[config.mk]
export PLATFORM = sky130hd
export DESIGN_NAME = hcr_regs
export DESIGN_NICKNAME = d
export VERILOG_FILES = /design/src/hw/hcr_pkg.sv /design/src/hw/hcr_regs.sv
export SDC_FILE = /design/constraint.sdc
export NUM_CORES = 1
export LEC_CHECK = 0
export BUFFER_PORTS_ARGS = -buffer_cell sky130_fd_sc_hd__clkbuf_2
export CAP_MARGIN = 30
export CORE_MARGIN = 5
export CORE_UTILIZATION = 54
export CTS_CLUSTER_DIAMETER = 30
export CTS_CLUSTER_SIZE = 14
export DETAILED_ROUTE_END_ITERATION = 10
export PLACE_DENSITY = 0.77
export SETUP_SLACK_MARGIN = 0.5
export SLEW_MARGIN = 25
export SYNTH_ARGS = -nofsm -noshare
export SYNTH_HDL_FRONTEND = slang
export SYNTH_SLANG_ARGS = --single-unit
[constraint.sdc]
create_clock -name MCLK -period 6.7 [get_ports MCLK]
set_clock_uncertainty 0.15 [all_clocks]
set_input_delay 1.34 -clock MCLK [delete_from_list [all_inputs] [get_ports MCLK]]
set_output_delay 1.34 -clock MCLK [all_outputs]
set_load 0.05 [all_outputs]
[src/hw/hcr_pkg.sv]
// Package: register map, field layout, reset values and timing for the holdover config block
package hcr_pkg;
  // Register offsets (byte addresses on the processor port)
  localparam logic [9:0] OFS_NOM_LOW = 10'h094;
  localparam logic [9:0] OFS_NOM_MID = 10'h095;
  localparam logic [9:0] OFS_NOM_TOP = 10'h096;
  localparam logic [9:0] OFS_ADJ_LOW = 10'h097;
  localparam logic [9:0] OFS_ADJ_HIGH = 10'h098;
  localparam logic [9:0] OFS_HO_BYTE0 = 10'h09C;
  localparam logic [9:0] OFS_HO_BYTE1 = 10'h09D;
  localparam logic [9:0] OFS_HO_BYTE2 = 10'h09E;
  localparam logic [9:0] OFS_HO_BYTE3 = 10'h09F;
  localparam logic [9:0] OFS_PB_DELAY = 10'h24A;

  // Field widths and positions
  localparam int NOM_W = 17;
  localparam int ADJ_W = 9;
  localparam int HO_W = 32;
  localparam int TOP_BIT_POS = 0;
  localparam int PB_CODE_W = 4;

  // Reset values
  localparam logic [NOM_W-1:0] NOM_RESET = 17'h00000;
  localparam logic [ADJ_W-1:0] ADJ_RESET = 9'h000;
  localparam logic [HO_W-1:0] HO_RESET = 32'h00000000;
  localparam logic [PB_CODE_W-1:0] PB_RESET = 4'h6;

  // Build-out delay codes and holdover selection
  localparam logic [PB_CODE_W-1:0] PB_CODE_LONG = 4'h6;
  localparam logic [PB_CODE_W-1:0] PB_CODE_SHORT = 4'hA;
  localparam logic [1:0] HO_SEL_MANUAL = 2'h1;

  // Nominal frequency arithmetic: base 204.8 MHz, step 500 Hz
  localparam int NOM_BASE_HZ = 204_800_000;
  localparam int NOM_STEP_HZ = 500;
  localparam int NOM_HZ_W = 29;

  // Timing: clock rate and build-out delays
  localparam int CLK_HZ = 40_000_000;
  localparam int PB_LONG_MS = 2000;
  localparam int PB_SHORT_MS = 10;
  localparam int PB_LONG_CYC = PB_LONG_MS * (CLK_HZ / 1000);
  localparam int PB_SHORT_CYC = PB_SHORT_MS * (CLK_HZ / 1000);
  localparam int PB_CNT_W = 27;

  // Processor port request
  typedef struct packed {
    logic [9:0] addr;
    logic wr;
    logic rd;
    logic [7:0] wdata;
  } hcr_req_t;

  // Build-out timer states
  typedef enum logic {PB_IDLE, PB_WAIT} hcr_pb_state_t;
endpackage

[src/hw/hcr_regs.sv]
// Holdover and master-clock configuration registers with phase build-out delay timer
`timescale 1ns/1ps
module hcr_regs #(
  parameter int PB_LONG_CYCLES = hcr_pkg::PB_LONG_CYC,
  parameter int PB_SHORT_CYCLES = hcr_pkg::PB_SHORT_CYC
) (
  // Clock and reset
  input wire logic MCLK,
  input wire logic SYS_RST,
  // Processor register port
  input wire hcr_pkg::hcr_req_t REG_REQ,
  output logic [7:0] REG_RDATA,
  // DPLL side
  input wire logic [1:0] HOLDOVER_SELECT,
  input wire logic INPUT_SWITCH,
  output logic [hcr_pkg::HO_W-1:0] MANUAL_HOLDOVER_DPLL_CURRENT_A,
  output logic MANUAL_HOLDOVER_ACTIVE,
  output logic BUILDOUT_START,
  output logic [hcr_pkg::PB_CODE_W-1:0] PHASE_BUILDOUT_DELAY,
  // Input block side
  output logic [hcr_pkg::NOM_W-1:0] INPUT_BLOCK_NOMINAL_DPLL_CURRENT_A,
  output logic [hcr_pkg::NOM_HZ_W-1:0] INPUT_NOMINAL_HZ,
  output logic [hcr_pkg::ADJ_W-1:0] MCLK_ADJUST_COUNT
);

  // One less than the delay, since the start pulse itself is registered
  localparam logic [hcr_pkg::PB_CNT_W-1:0] LONG_LOAD = hcr_pkg::PB_CNT_W'(PB_LONG_CYCLES - 1);
  localparam logic [hcr_pkg::PB_CNT_W-1:0] SHORT_LOAD = hcr_pkg::PB_CNT_W'(PB_SHORT_CYCLES - 1);

  logic wr;
  logic rd;
  logic [9:0] addr;
  logic [7:0] wdata;
  logic [15:0] nom_stage;
  logic [7:0] adj_stage;
  logic [23:0] ho_stage;
  logic [15:0] nom_snap;
  logic [7:0] adj_snap;
  logic [23:0] ho_snap;
  logic [7:0] next_rdata;
  logic [hcr_pkg::PB_CNT_W-1:0] pb_count;
  hcr_pkg::hcr_pb_state_t pb_state;
  logic signed [hcr_pkg::NOM_HZ_W-1:0] next_nom_hz;

  assign wr = REG_REQ.wr;
  assign rd = REG_REQ.rd;
  assign addr = REG_REQ.addr;
  assign wdata = REG_REQ.wdata;

  // Lower bytes are staged so the live field never shows a half-written value
  always_ff @(posedge MCLK or posedge SYS_RST) begin
    if (SYS_RST) begin
      nom_stage <= 16'h0000;
      adj_stage <= 8'h00;
      ho_stage <= 24'h000000;
    end else if (wr) begin
      if (addr == hcr_pkg::OFS_NOM_LOW) nom_stage[7:0] <= wdata;
      if (addr == hcr_pkg::OFS_NOM_MID) nom_stage[15:8] <= wdata;
      if (addr == hcr_pkg::OFS_ADJ_LOW) adj_stage <= wdata;
      if (addr == hcr_pkg::OFS_HO_BYTE0) ho_stage[7:0] <= wdata;
      if (addr == hcr_pkg::OFS_HO_BYTE1) ho_stage[15:8] <= wdata;
      if (addr == hcr_pkg::OFS_HO_BYTE2) ho_stage[23:16] <= wdata;
    end
  end

  // Writing the top byte of a field commits the whole field in one edge
  always_ff @(posedge MCLK or posedge SYS_RST) begin
    if (SYS_RST) begin
      INPUT_BLOCK_NOMINAL_DPLL_CURRENT_A <= hcr_pkg::NOM_RESET;
      MCLK_ADJUST_COUNT <= hcr_pkg::ADJ_RESET;
      MANUAL_HOLDOVER_DPLL_CURRENT_A <= hcr_pkg::HO_RESET;
      PHASE_BUILDOUT_DELAY <= hcr_pkg::PB_RESET;
    end else if (wr) begin
      if (addr == hcr_pkg::OFS_NOM_TOP) begin
        INPUT_BLOCK_NOMINAL_DPLL_CURRENT_A <= {wdata[hcr_pkg::TOP_BIT_POS], nom_stage};
      end
      if (addr == hcr_pkg::OFS_ADJ_HIGH) begin
        MCLK_ADJUST_COUNT <= {wdata[hcr_pkg::TOP_BIT_POS], adj_stage};
      end
      if (addr == hcr_pkg::OFS_HO_BYTE3) begin
        MANUAL_HOLDOVER_DPLL_CURRENT_A <= {wdata, ho_stage};
      end
      if (addr == hcr_pkg::OFS_PB_DELAY) begin
        PHASE_BUILDOUT_DELAY <= wdata[hcr_pkg::PB_CODE_W-1:0];
      end
    end
  end

  // Reading the low byte freezes the upper bytes for the rest of the sequence
  always_ff @(posedge MCLK or posedge SYS_RST) begin
    if (SYS_RST) begin
      nom_snap <= 16'h0000;
      adj_snap <= 8'h00;
      ho_snap <= 24'h000000;
    end else if (rd) begin
      if (addr == hcr_pkg::OFS_NOM_LOW) begin
        nom_snap <= {7'h00, INPUT_BLOCK_NOMINAL_DPLL_CURRENT_A[16:8]};
      end
      if (addr == hcr_pkg::OFS_ADJ_LOW) adj_snap <= {7'h00, MCLK_ADJUST_COUNT[8]};
      if (addr == hcr_pkg::OFS_HO_BYTE0) ho_snap <= MANUAL_HOLDOVER_DPLL_CURRENT_A[31:8];
    end
  end

  // Read mux; reserved bits and unmapped addresses read as zero
  always_comb begin
    next_rdata = 8'h00;
    unique case (addr)
      hcr_pkg::OFS_NOM_LOW: next_rdata = INPUT_BLOCK_NOMINAL_DPLL_CURRENT_A[7:0];
      hcr_pkg::OFS_NOM_MID: next_rdata = nom_snap[7:0];
      hcr_pkg::OFS_NOM_TOP: next_rdata = nom_snap[15:8];
      hcr_pkg::OFS_ADJ_LOW: next_rdata = MCLK_ADJUST_COUNT[7:0];
      hcr_pkg::OFS_ADJ_HIGH: next_rdata = adj_snap;
      hcr_pkg::OFS_HO_BYTE0: next_rdata = MANUAL_HOLDOVER_DPLL_CURRENT_A[7:0];
      hcr_pkg::OFS_HO_BYTE1: next_rdata = ho_snap[7:0];
      hcr_pkg::OFS_HO_BYTE2: next_rdata = ho_snap[15:8];
      hcr_pkg::OFS_HO_BYTE3: next_rdata = ho_snap[23:16];
      hcr_pkg::OFS_PB_DELAY: next_rdata = {4'h0, PHASE_BUILDOUT_DELAY};
      default: next_rdata = 8'h00;
    endcase
  end

  // Read data is registered and holds until the next read
  always_ff @(posedge MCLK or posedge SYS_RST) begin
    if (SYS_RST) begin
      REG_RDATA <= 8'h00;
    end else if (rd) begin
      REG_RDATA <= next_rdata;
    end
  end

  // Input block frequency in Hz; value is signed, so positive codes lower the rate
  assign next_nom_hz = hcr_pkg::NOM_HZ_W'(hcr_pkg::NOM_BASE_HZ)
    - hcr_pkg::NOM_HZ_W'(signed'(INPUT_BLOCK_NOMINAL_DPLL_CURRENT_A) * hcr_pkg::NOM_STEP_HZ);

  always_ff @(posedge MCLK or posedge SYS_RST) begin
    if (SYS_RST) begin
      INPUT_NOMINAL_HZ <= hcr_pkg::NOM_HZ_W'(hcr_pkg::NOM_BASE_HZ);
    end else begin
      INPUT_NOMINAL_HZ <= next_nom_hz;
    end
  end

  // Manual holdover qualifier; scaling to ppm is left to the DPLL datapath
  always_ff @(posedge MCLK or posedge SYS_RST) begin
    if (SYS_RST) begin
      MANUAL_HOLDOVER_ACTIVE <= 1'b0;
    end else begin
      MANUAL_HOLDOVER_ACTIVE <= (HOLDOVER_SELECT == hcr_pkg::HO_SEL_MANUAL);
    end
  end

  // Build-out delay timer; a new switch restarts the wait. Undefined codes
  // take the long delay, the safer choice for a jittery input.
  always_ff @(posedge MCLK or posedge SYS_RST) begin
    if (SYS_RST) begin
      pb_state <= hcr_pkg::PB_IDLE;
      pb_count <= '0;
      BUILDOUT_START <= 1'b0;
    end else begin
      BUILDOUT_START <= 1'b0;
      if (INPUT_SWITCH) begin
        pb_state <= hcr_pkg::PB_WAIT;
        if (PHASE_BUILDOUT_DELAY == hcr_pkg::PB_CODE_SHORT) begin
          pb_count <= SHORT_LOAD;
        end else begin
          pb_count <= LONG_LOAD;
        end
      end else begin
        unique case (pb_state)
          hcr_pkg::PB_IDLE: pb_count <= '0;
          hcr_pkg::PB_WAIT: begin
            if (pb_count <= 1) begin
              pb_state <= hcr_pkg::PB_IDLE;
              BUILDOUT_START <= 1'b1;
            end else begin
              pb_count <= pb_count - 1'b1;
            end
          end
        endcase
      end
    end
  end

endmodule

After elaboration in Yosys (flattened, before gate mapping)
Index checks and enable logic that the tools add are counted.
{"block": "word_totals", "regBits": 211, "in_bits": 25, "out_inout_bits": 101, "wordCells": 61}
{"block": "op_classes", "n_addsub": 2, "multipliers": 1, "order_cmp": 1, "eq_ne": 13, "muxes": 11, "n_bitwise": 1, "n_reduce_logical": 13}
{"cell": "$eq A10 B8 Y1 const B", "count": 9}
{"cell": "$mux W27", "count": 3}
{"cell": "$pmux W8 S10", "count": 1}
{"cell": "$pmux W27 S2", "count": 1}
{"cell": "$sub A29 B27 Y29 const A", "count": 1}
{"cell": "$le A27 B1 Y1 const B", "count": 1}
{"cell": "$sub A27 B1 Y27 const B", "count": 1}
{"cell": "$reduce_and A2 Y1", "count": 13}
{"cell": "$mul A17 B8 Y25 const B", "count": 1}
{"cell": "$eq A10 B10 Y1 const B", "count": 1}
{"cell": "$mux W1", "count": 6}
{"cell": "$eq A4 B4 Y1 const B", "count": 1}
{"cell": "$ne A3 B3 Y1 const B", "count": 1}
{"cell": "$eq A2 B1 Y1 const B", "count": 1}
{"cell": "$not A1 Y1", "count": 1}

Depth between registers and ports, before layout
Gate-level depths: netlist (run 1).
{"block": "logic_depth", "depth_word": 4, "ltp_mapped": 20, "mapped_depth_nobuf": 19}

Worst setup path before layout (run 1)
OpenSTA, ideal clock, no wires.
{"block": "synth_timing", "kind": "reg-to-reg", "startpoint": "register INPUT_BLOCK_NOMINAL_DPLL_CURRENT_A[4] (netlist name)", "endpoint": "register INPUT_NOMINAL_HZ[25] (netlist name)", "t_arrival_ps": 5780, "path_slack_ps": 642, "stages_incl_launch_ff": 20, "path_buffers": 1, "synth_period_minus_slack_ps": 6058, "cell_sequence": "dfrtp_1 > inv_1 > fa_1 > fa_1 > inv_1 > fa_1 > inv_1 > fa_1 > inv_1 > ha_1 > buf_2 > a21o_1 > a32o_1 > or3_4 > or3_4 > or4b_4 > a311oi_2 > or2_2 > o211ai_1 > xnor2_1"}
{"block": "synth_between", "elab_chain_len": 2}
{"element": "start: declaration", "line": "hcr_regs.sv:21", "text": "output logic [hcr_pkg::NOM_W-1:0] INPUT_BLOCK_NOMINAL_DPLL_CURRENT_A,"}
{"element": "start signal: assignment", "line": "hcr_regs.sv:69", "text": "INPUT_BLOCK_NOMINAL_DPLL_CURRENT_A <= hcr_pkg::NOM_RESET;"}
{"element": "start signal: assignment", "line": "hcr_regs.sv:75", "text": "INPUT_BLOCK_NOMINAL_DPLL_CURRENT_A <= {wdata[hcr_pkg::TOP_BIT_POS], nom_stage};"}
{"element": "$mul A17 B8 Y25", "line": "hcr_regs.sv:133", "text": "- hcr_pkg::NOM_HZ_W'(signed'(INPUT_BLOCK_NOMINAL_DPLL_CURRENT_A) * hcr_pkg::NOM_STEP_HZ);"}
{"element": "$sub A29 B27 Y29", "line": "hcr_regs.sv:133"}
{"element": "via next_nom_hz, one bit", "line": "hcr_regs.sv:43", "text": "logic signed [hcr_pkg::NOM_HZ_W-1:0] next_nom_hz;"}
{"element": "end signal: assignment", "line": "hcr_regs.sv:137", "text": "INPUT_NOMINAL_HZ <= hcr_pkg::NOM_HZ_W'(hcr_pkg::NOM_BASE_HZ);"}
{"element": "end signal: assignment", "line": "hcr_regs.sv:139", "text": "INPUT_NOMINAL_HZ <= next_nom_hz;"}
{"element": "end: declaration", "line": "hcr_regs.sv:22", "text": "output logic [hcr_pkg::NOM_HZ_W-1:0] INPUT_NOMINAL_HZ,"}
The timed path passes the listed nets, and every way through them passes these cells.
A chain may end at the register's enable or synchronous reset.

Final worst setup path (run 1)
{"block": "layout_timing", "startpoint": "register INPUT_BLOCK_NOMINAL_DPLL_CURRENT_A[6] (netlist name)", "endpoint": "register INPUT_NOMINAL_HZ[25] (netlist name)"}
The elaborated chain is that of the path after synthesis.

==> flow_metrics.env, run 1 <==
export IMPL_crit_chain="inv_1 -> fa_1 -> fa_1 -> inv_1 -> fa_1 -> inv_1 -> fa_1 -> inv_1 -> ha_1 -> and3b_1 -> a32o_1 -> or3_4 -> or3_4 -> or4b_4 -> a311oi_2 -> or2_2 -> o211ai_1 -> xnor2_1"
export IMPL_outcome="completed"
export IMPL_synth_flop_cell="dfrtp_1"
export IMPL_period_share_pct=90.2
export IMPL_synthMostInstantiatedCell="dfrtp_1"
export IMPL_drc=0
export IMPL_p_per_area_nw_per_um2=415
export IMPL_yosys_warnings=0
export IMPL_synth_edf_count=0
export IMPL_endpoint="INPUT_NOMINAL_HZ[25]"
export IMPL_die_w_um=163
export IMPL_slowest_delay_ps=530
export IMPL_vias_per_cell=5.51
export IMPL_tightest_slew_ps=945
export IMPL_synth_async_reset_ratio_pct=100
export IMPL_syn_cell_area_um2=12700
export IMPL_yosys_register_bits=209
export IMPL_place_area_um2=13600
export IMPL_fp_row_count=56
export IMPL_peakVddDrop_mv=0.284
export IMPL_num_vias=9100
export IMPL_synth_cells=1166
export IMPL_ctsHtreeMaxLevel=2
export IMPL_crit_start="INPUT_BLOCK_NOMINAL_DPLL_CURRENT_A[6]"
export IMPL_numCtsBuffers=41
export IMPL_max_freq_ghz=0.165
export IMPL_cts_tree="built"
export IMPL_maxCapViolations=0
export IMPL_min_period_ps=6050
export IMPL_p_leak_uw=0.00765
export IMPL_synth_area_leaders="dfrtp_1, mux2_2, fa_1"
export IMPL_worstSetupPathType="flop to flop"
export IMPL_grt_pass1_vias=9421
export IMPL_io_buffer_count=123
export IMPL_core_area_um2=23300
export IMPL_synth_common_cells="dfrtp_1, inv_1, mux2_2"
export IMPL_timing_rr_start="INPUT_BLOCK_NOMINAL_DPLL_CURRENT_A[6]"
export IMPL_nNetsFinal=1456
export IMPL_timing_rr_end="INPUT_NOMINAL_HZ[25]"
export IMPL_syn_to_final_growth_pct=19.5
export IMPL_worst_path_max_delay_cell="fa_1"
export IMPL_slew_viol_final=0
export IMPL_start_util_pct=54.4
export IMPL_arrival_ps=6290
export IMPL_crit_cells=18
export IMPL_syn_avg_cell_area_um2=10.8
export IMPL_start_kind="flop"
export IMPL_seq_area_frac_synth_pct=41.4
export IMPL_detail_route_wl_per_cell_um=17.8
export IMPL_antenna_found_initial=0
export IMPL_synth_area_leader_cell="dfrtp_1"
export IMPL_multiInputGateArea_um2=6560
export IMPL_diodes=0
export IMPL_finalSetupTns_ps=0
export IMPL_ant_nets=0
export IMPL_place_congestion=0.862
export IMPL_r2r_worst_path_cells=18
export IMPL_path_buf_inv=4
export IMPL_setup_violations=0
export IMPL_dieArea_um2=26600
export IMPL_grt_pass1_wl_um=48000
export IMPL_clk_path_buf_depth=3
export IMPL_ff_latch_area_um2=5240
export IMPL_rsz0062_at_grt="false"
export IMPL_slew_headroom_pct=36.4
export IMPL_die_h_um=163
export IMPL_yosysUniqueCellTypes=70
export IMPL_clk_pin_slew_ps=50
export IMPL_fin_area_um2=15100
export IMPL_min_path_type="flop to flop"
export IMPL_critPathMaxFanout=11
export IMPL_dr_pass1_iters=5
export IMPL_dp_final_hpwl_um=20500
export IMPL_grt_overflow=0
export IMPL_root_buffer="clkbuf_16"
export IMPL_ff2ff_setup_slack_ps=650
export IMPL_drive_gt1_share_pct=27.9
export IMPL_path_delay_family="adder cells"
export IMPL_fillCellCount=1799
export IMPL_ioPinCount=126
export IMPL_netlist_area_leader_share_pct=39.8
export IMPL_cp_required_ps=6940
export IMPL_clock_latency_ps=540
export IMPL_grt_max_degree=150
export IMPL_wirelength_um=29500
export IMPL_hold_viol=0
export IMPL_crit_path_end_kind="flop"
export IMPL_cts_sinks=209
export IMPL_grt_usage_pct=22.5
export IMPL_drtIter0Drc=748
[sequential cells by signal, indices dropped and copies added (netlist names), 4 cells and up]
name                                flops
nom_stage                              16
ho_stage                               24
REG_RDATA                               8
INPUT_NOMINAL_HZ                       27
PHASE_BUILDOUT_DELAY                    4
pb_count                               27
MANUAL_HOLDOVER_DPLL_CURRENT_A         32
ho_snap                                24
nom_snap                                9
adj_stage                               8
INPUT_BLOCK_NOMINAL_DPLL_CURRENT_A     17
MCLK_ADJUST_COUNT                       9
[cell type report]
cell class	instances	share of cell area, %
clock inverter	25	2.21
clock buffer	49	7.53
timing repair buffer	131	4.69
multi-input combinational	725	43.4
inverter	193	4.82
sequential	209	34.7
tap	319	2.64
[how the worst min path moves through the flow]
stage | from | end | cells after the start
6_report | nom_stage[8] | INPUT_BLOCK_NOMINAL_DPLL_CURRENT_A[8] | 2
5_1_grt | ho_stage[19] | ho_stage[19] | 1
4_1_cts | nom_stage[8] | INPUT_BLOCK_NOMINAL_DPLL_CURRENT_A[8] | 2
3_5_place_dp | nom_stage[2] | INPUT_BLOCK_NOMINAL_DPLL_CURRENT_A[2] | 2
3_3_place_gp | nom_stage[2] | INPUT_BLOCK_NOMINAL_DPLL_CURRENT_A[2] | 2
2_1_floorplan | nom_stage[0] | INPUT_BLOCK_NOMINAL_DPLL_CURRENT_A[0] | 2
[through the flow]
step / total power (µW) / cells / hold slack, ps / setup WS (ps) / util (%)
4_1_cts: 6250 / 1650 / 329 / 557 / 64.8
6_report: 6280 / 1651 / 326 / 655 / 65.0
3_3_place_gp: 3990 / 1575 / 318 / 813 / 58.3
3_5_place_dp: 4060 / 1576 / 319 / 603 / 58.4
5_1_grt: 6660 / 1651 / 363 / 474 / 65.0
2_1_floorplan: 3580 / 1167 / 296 / 642 / -
[power breakdown]
group / internal [µW] / switching (µW)
Combinational: 1020 / 1660
Sequential: 1400 / 36.4
Clock: 1450 / 706
Total: 3870 / 2410
[repair_timing]
| item | in CTS | in global routing |
|---|---|---|
| hold buffers | 0 | 0 |
| buffers inserted | 0 | 1 |
| gates resized for setup | 0 | 12 |
| endpoints found under the setup margin | 0 | 6 |
[placed cells by master, fill, tap and decap left out, types with 7 or more instances in the layout]
cell | synthesis | final
nand2_1 | 71 | 71
o21ai_0 | 31 | 31
nor3_1 | 21 | 20
fa_1 | 62 | 62
nor2b_1 | 8 | 8
nand3_1 | 11 | 11
a221o_1 | 8 | 8
clkbuf_16 | 0 | 42
inv_1 | 192 | 189
mux2_2 | 128 | 128
a21o_1 | 11 | 11
clkbuf_2 | 0 | 123
o22ai_1 | 13 | 13
nand4_1 | 7 | 7
xor2_1 | 24 | 23
nand2b_1 | 7 | 7
or3_1 | 8 | 8
and2_1 | 11 | 11
dfrtp_1 | 201 | 198
mux2i_1 | 18 | 18
nor2_1 | 35 | 34
nor3b_1 | 7 | 7
a21oi_1 | 44 | 43
dfstp_2 | 8 | 8
o21bai_1 | 12 | 12
xnor2_1 | 35 | 35
clkinvlp_4 | 0 | 8
ha_1 | 68 | 68
[cell families after synthesis]
kind of cell / synth area share (%)
buffers and inverters: 7.08
AND/OR/NAND/NOR: 8.93
flip-flops: 41.4
AO/OA/AOI/OAI: 9.10
multiplexers: 12.8
adder cells (fa/ha/maj): 16.5
XOR/XNOR: 4.08
other: 0.0296
[worst min-delay path, stage by stage, from the launching register on]
cell and delay, ps:
dfrtp_1 330, nand2_1 50, o21ai_0 60
[per-layer routing]
layer | global-route usage (%) | vias up | part of all wire [%]
met5 | 0 | - | 0
met4 | 7.24 | 0 | 3.0
met3 | 4.79 | 75 | 5.4
met2 | 37.6 | 271 | 50
met1 | 29.6 | 4564 | 42
li1 | - | 4190 | -
No activity file was read; power rests on OpenSTA's default activity.
==> inputs of run 2 (changes only) <==
--- a/config.mk
+++ b/config.mk
@@ -7,12 +7,14 @@
 export LEC_CHECK = 0
 export BUFFER_PORTS_ARGS = -buffer_cell sky130_fd_sc_hd__clkbuf_2
 export CAP_MARGIN = 30
+export CELL_PAD_IN_SITES_DETAIL_PLACEMENT = 0
+export CELL_PAD_IN_SITES_GLOBAL_PLACEMENT = 1
 export CORE_MARGIN = 5
-export CORE_UTILIZATION = 54
+export CORE_UTILIZATION = 43
 export CTS_CLUSTER_DIAMETER = 30
 export CTS_CLUSTER_SIZE = 14
 export DETAILED_ROUTE_END_ITERATION = 10
-export PLACE_DENSITY = 0.77
+export PLACE_DENSITY_LB_ADDON = 0.1
 export SETUP_SLACK_MARGIN = 0.5
 export SLEW_MARGIN = 25
 export SYNTH_ARGS = -nofsm -noshare
==> flow_metrics.env, run 2 (same netlist as run 1, synthesis figures left out) <==
export IMPL_outcome="completed"
export IMPL_maxCapViolations=0
export IMPL_final_common_cell="dfrtp_1"
export IMPL_root_buffer="clkbuf_16"
export IMPL_cts_tree="built"
export IMPL_finalSetupTns_ps=0
export IMPL_clk_path_buf_depth=3
export IMPL_place_congestion=0.771
export IMPL_dp_final_hpwl_um=21800
export IMPL_r2r_worst_path_cells=18
export IMPL_path_delay_family="adder cells"
export IMPL_min_period_ps=5940
export IMPL_endpoint="INPUT_NOMINAL_HZ[25]"
export IMPL_critPathMaxFanout=8
export IMPL_start_util_pct=43.8
export IMPL_antenna_found_initial=0
export IMPL_die_h_um=182
export IMPL_cts_sinks=209
export IMPL_grt_pass1_wl_um=49200
export IMPL_min_path_type="flop to flop"
export IMPL_io_buffer_count=123
export IMPL_crit_cells=18
export IMPL_clock_latency_ps=560
export IMPL_hold_viol=0
export IMPL_cp_required_ps=6990
export IMPL_start_kind="flop"
export IMPL_regMostFlops="MANUAL_HOLDOVER_DPLL_CURRENT_A"
export IMPL_detail_route_wl_per_cell_um=17.2
export IMPL_worstSetupPathType="flop to flop"
export IMPL_dr_pass1_iters=5
export IMPL_crit_path_end_kind="flop"
export IMPL_top_regs="MANUAL_HOLDOVER_DPLL_CURRENT_A x32, INPUT_NOMINAL_HZ x27, pb_count x27"
export IMPL_ant_nets=0
export IMPL_numCtsBuffers=53
export IMPL_dieArea_um2=33000
export IMPL_crit_chain="inv_1 -> fa_1 -> fa_1 -> inv_1 -> fa_1 -> inv_1 -> fa_1 -> inv_1 -> ha_1 -> and3b_1 -> a32o_1 -> or3_4 -> or3_4 -> or4b_4 -> a311oi_2 -> or2_2 -> o211ai_1 -> xnor2_1"
export IMPL_die_w_um=182
export IMPL_ctsHoldBuffers=0
export IMPL_timing_rr_end="INPUT_NOMINAL_HZ[25]"
export IMPL_setup_violations=0
export IMPL_vias_per_cell=5.08
export IMPL_tightest_slew_ps=836
export IMPL_grt_overflow=0
export IMPL_syn_to_final_growth_pct=24.2
export IMPL_grt_pass1_vias=9234
export IMPL_ctsHtreeMaxLevel=2
export IMPL_slew_headroom_pct=44.3
export IMPL_drive_gt1_share_pct=29.5
export IMPL_core_area_um2=28900
export IMPL_timing_rr_start="INPUT_BLOCK_NOMINAL_DPLL_CURRENT_A[9]"
export IMPL_num_vias=8848
export IMPL_path_buf_inv=4
export IMPL_largest_reg_flops=32
export IMPL_p_per_area_nw_per_um2=440
export IMPL_fp_row_count=62
export IMPL_holdPathStages=2
export IMPL_diodes=0
export IMPL_wirelength_um=29900
export IMPL_ff2ff_setup_slack_ps=760
export IMPL_max_freq_ghz=0.168
export IMPL_worst_path_max_delay_cell="fa_1"
export IMPL_drc=0
export IMPL_drtIter0Drc=496
export IMPL_fin_hold_ws_ps=326
export IMPL_clk_pin_slew_ps=50
export IMPL_arrival_ps=6230
export IMPL_grt_usage_pct=18.4
export IMPL_crit_start="INPUT_BLOCK_NOMINAL_DPLL_CURRENT_A[9]"
export IMPL_final_cell_mix="dfrtp_1, inv_1, mux2_2"
export IMPL_peakVddDrop_mv=0.320
export IMPL_slowest_delay_ps=530
export IMPL_p_leak_uw=0.00787
export IMPL_nNetsFinal=1468
export IMPL_grt_max_degree=152
export IMPL_period_share_pct=88.6
export IMPL_rsz0062_at_grt="false"
export IMPL_ioPinCount=126
export IMPL_slew_viol_final=0
==> run 2: changes by cell type in the layout (fill, tap and decap cells not counted), moves of 2 or more <==
cell,delta
bufinv_16,+6
clkbuf_1,+5
clkbuf_16,+11
clkbuf_8,-3
dfrtp_1,-2
a2111oi_1,-2
clkinvlp_4,+2
ha_2,+3
inv_6,+3
clkinv_16,+2
dfrtp_2,+2
ha_1,-3
==> run 2: worst reg2reg max path: stages, from the launching register on <==
cell and delay [ps]:
dfrtp_1 470, inv_1 220, fa_1 460, fa_1 490, inv_1 50, fa_1 530, inv_1 50, fa_1 530
inv_1 40, ha_1 390, and3b_1 210, a32o_1 200, or3_4 390, or3_4 340, or4b_4 520, a311oi_2 340
or2_2 200, o211ai_1 100, xnor2_1 150
==> run 2: what timing repair did <==
item | 4_1_cts | 5_1_grt
buffers inserted | 0 | 1
setup endpoints to repair | 0 | 7
endpoints found under the hold margin | 0 | 0
resized for setup | 0 | 19
==> run 2: per-stage QoR <==
stage	setup WS [ps]	instances	power (µW)	utilization (%)	area, µm²
2_1_floorplan	642	1167	3580	-	12700
3_3_place_gp	723	1640	4070	47.3	13700
3_5_place_dp	569	1641	4070	47.4	13700
4_1_cts	517	1740	6900	54.2	15600
5_1_grt	533	1741	7340	54.4	15700
6_report	762	1741	6910	54.4	15700
==> run 2: power breakdown <==
part	switching, µW	internal [µW]
Clock	834	1960
Sequential	34.2	1400
Combinational	1650	1040
==> run 2: area by class of cell <==
type / count / area (µm²)
Fill cell: 2584 / 13100
Multi-Input combinational cell: 725 / 6580
Sequential cell: 209 / 5250
Clock buffer: 62 / 1390
Inverter: 193 / 728
Timing Repair Buffer: 131 / 696
Clock inverter: 37 / 588
Tap cell: 384 / 480
==> run 2: worst min path at each step <==
stage / from / to / slack [ps]
global route: nom_stage[11] / INPUT_BLOCK_NOMINAL_DPLL_CURRENT_A[11] / 350
floorplan: nom_stage[0] / INPUT_BLOCK_NOMINAL_DPLL_CURRENT_A[0] / 300
CTS: nom_stage[6] / INPUT_BLOCK_NOMINAL_DPLL_CURRENT_A[6] / 330
detailed placement: nom_stage[11] / INPUT_BLOCK_NOMINAL_DPLL_CURRENT_A[11] / 320
finish: nom_stage[11] / INPUT_BLOCK_NOMINAL_DPLL_CURRENT_A[11] / 330
global placement: nom_stage[14] / INPUT_BLOCK_NOMINAL_DPLL_CURRENT_A[14] / 320
==> run 2: per-layer routing <==
layer | track usage (%) | wire length (µm)
met5 | 0 | 0
met4 | 4.95 | 628
met3 | 3.40 | 1100
met2 | 30.3 | 14700
met1 | 25.1 | 13500
==> inputs of run 3 (changes only) <==
--- a/config.mk
+++ b/config.mk
@@ -14,7 +14,7 @@
 export CTS_CLUSTER_DIAMETER = 30
 export CTS_CLUSTER_SIZE = 14
 export DETAILED_ROUTE_END_ITERATION = 10
-export PLACE_DENSITY_LB_ADDON = 0.1
+export PLACE_DENSITY = 0.74
 export SETUP_SLACK_MARGIN = 0.5
 export SLEW_MARGIN = 25
 export SYNTH_ARGS = -nofsm -noshare
==> flow_metrics.env, run 3 (same netlist as run 1, synthesis figures left out) <==
export IMPL_max_freq_ghz=0.168
export IMPL_final_common_cell="dfrtp_1"
export IMPL_grt_pass1_wl_um=48800
export IMPL_timing_rr_start="INPUT_BLOCK_NOMINAL_DPLL_CURRENT_A[8]"
export IMPL_ant_nets=0
export IMPL_critPathMaxFanout=8
export IMPL_holdPathStages=2
export IMPL_num_vias=8935
export IMPL_p_per_area_nw_per_um2=424
export IMPL_p_leak_uw=0.00776
export IMPL_worst_path_max_delay_cell="fa_1"
export IMPL_fin_hold_ws_ps=330
export IMPL_crit_path_end_kind="flop"
export IMPL_maxCapViolations=0
export IMPL_die_h_um=182
export IMPL_finalSetupTns_ps=0
export IMPL_rsz0062_at_grt="false"
export IMPL_grt_usage_pct=18.0
export IMPL_cp_required_ps=6950
export IMPL_numCtsBuffers=48
export IMPL_hold_viol=0
export IMPL_io_buffer_count=123
export IMPL_grt_overflow=0
export IMPL_grt_max_degree=69
export IMPL_min_path_type="flop to flop"
export IMPL_ff2ff_setup_slack_ps=760
export IMPL_cts_tree="built"
export IMPL_final_cell_count_no_fill=1735
export IMPL_diodes=0
export IMPL_worstSetupPathType="flop to flop"
export IMPL_timing_rr_end="INPUT_NOMINAL_HZ[25]"
export IMPL_drive_gt1_share_pct=28.9
export IMPL_clk_path_buf_depth=3
export IMPL_place_congestion=0.814
export IMPL_dieArea_um2=33000
export IMPL_clock_latency_ps=530
export IMPL_place_inst=1644
export IMPL_ctsHoldBuffers=0
export IMPL_start_util_pct=43.8
export IMPL_worstHoldEndpoint="INPUT_BLOCK_NOMINAL_DPLL_CURRENT_A[12]"
export IMPL_start_kind="flop"
export IMPL_min_period_ps=5940
export IMPL_fp_row_count=62
export IMPL_die_w_um=182
export IMPL_r2r_worst_path_cells=18
export IMPL_core_area_um2=28900
export IMPL_slew_viol_final=0
export IMPL_final_util_pct=53.5
export IMPL_crit_start="INPUT_BLOCK_NOMINAL_DPLL_CURRENT_A[8]"
export IMPL_top_regs="MANUAL_HOLDOVER_DPLL_CURRENT_A x32, INPUT_NOMINAL_HZ x27, pb_count x27"
export IMPL_period_share_pct=88.7
export IMPL_cts_sinks=209
export IMPL_regMostFlops="MANUAL_HOLDOVER_DPLL_CURRENT_A"
export IMPL_grt_pass1_vias=9154
export IMPL_crit_chain="inv_1 -> fa_1 -> fa_1 -> inv_1 -> fa_1 -> inv_1 -> fa_1 -> inv_1 -> ha_1 -> and3b_1 -> a32o_1 -> or3_4 -> or3_4 -> or4b_4 -> a311oi_2 -> or2_2 -> o211ai_1 -> xnor2_1"
export IMPL_outcome="completed"
export IMPL_drc=0
export IMPL_peakVddDrop_mv=0.247
export IMPL_tightest_slew_ps=864
export IMPL_worstHoldStart="nom_stage[12]"
export IMPL_largest_reg_flops=32
export IMPL_nNetsFinal=1468
export IMPL_place_area_um2=13700
export IMPL_vias_per_cell=5.15
export IMPL_detail_route_wl_per_cell_um=17.0
export IMPL_slew_headroom_pct=42.4
export IMPL_antenna_found_initial=0
export IMPL_fin_area_um2=15400
export IMPL_syn_to_final_growth_pct=22.1
export IMPL_ctsHtreeMaxLevel=2
export IMPL_dr_pass1_iters=4
export IMPL_clk_pin_slew_ps=40
export IMPL_slowest_delay_ps=550
export IMPL_ioPinCount=126
export IMPL_drtIter0Drc=445
export IMPL_wirelength_um=29500
export IMPL_final_cell_mix="dfrtp_1, inv_1, mux2_2"
export IMPL_arrival_ps=6190
export IMPL_setup_violations=0
export IMPL_dp_final_hpwl_um=21400
export IMPL_root_buffer="clkbuf_16"
==> run 3: cell count changes in the layout (fill, tap and decap cells not counted), moves of 2 or more <==
cell       delta
clkinv_16     -2
clkbuf_16     -4
buf_4         +7
clkinv_4      +2
inv_6         -6
bufinv_16     -4
inv_2         -2
inv_16        +2
clkbuf_1      +2
==> run 3: power by group <==
group | total, µW | switching [µW] | internal, µW
combinational | 2680 | 1620 | 1060
sequential | 1440 | 37.6 | 1400
clock | 2430 | 750 | 1680
total | 6550 | 2410 | 4140
==> run 3: stage by stage <==
step,setup slack (ps),power (µW)
after floorplan,642,3580
after global placement,732,4050
after detailed placement,637,4060
after CTS,614,6520
after global routing,509,7010
final,759,6550
==> run 3: worst max-delay path, delay by kind of cell, from the launching register on <==
kind / cells / cell delay, ps
AOI/OAI and AO/OA: 3 / 630
xor gates and xnor gates: 1 / 150
adders and majority gates: 5 / 2420
buffers and inverters: 4 / 350
DFF: 1 / 440
and+or+nand+nor: 5 / 1660
==> run 3: how the worst max path moves through the flow <==
stage / slack, ps / cells past startpoint / to
2_1_floorplan: 640 / 19 / INPUT_NOMINAL_HZ[25]
3_3_place_gp: 730 / 18 / INPUT_NOMINAL_HZ[25]
3_5_place_dp: 640 / 18 / INPUT_NOMINAL_HZ[23]
4_1_cts: 610 / 18 / INPUT_NOMINAL_HZ[26]
5_1_grt: 510 / 18 / INPUT_NOMINAL_HZ[25]
6_report: 760 / 18 / INPUT_NOMINAL_HZ[25]
==> run 3: cell type report <==
cell class	instances	area [µm²]
fillers	2596	13400
multi-input cells	725	6570
flip-flops and latches	209	5250
clock buffers	60	1300
inverters	193	732
repair buffers	136	713
well taps	384	480
clock inverters	28	403
==> run 3: per-layer routing <==
metal | part of all wire [%] | track usage [%]
met1 | 45 | 24.9
met2 | 49 | 29.8
met3 | 4.0 | 3.20
met4 | 1.7 | 4.17
met5 | 0 | 0
==> run 3: what timing repair did <==
action / CTS / global route
setup endpoints to repair: 0 / 6
resized for setup: 0 / 16
setup buffers: 0 / 3
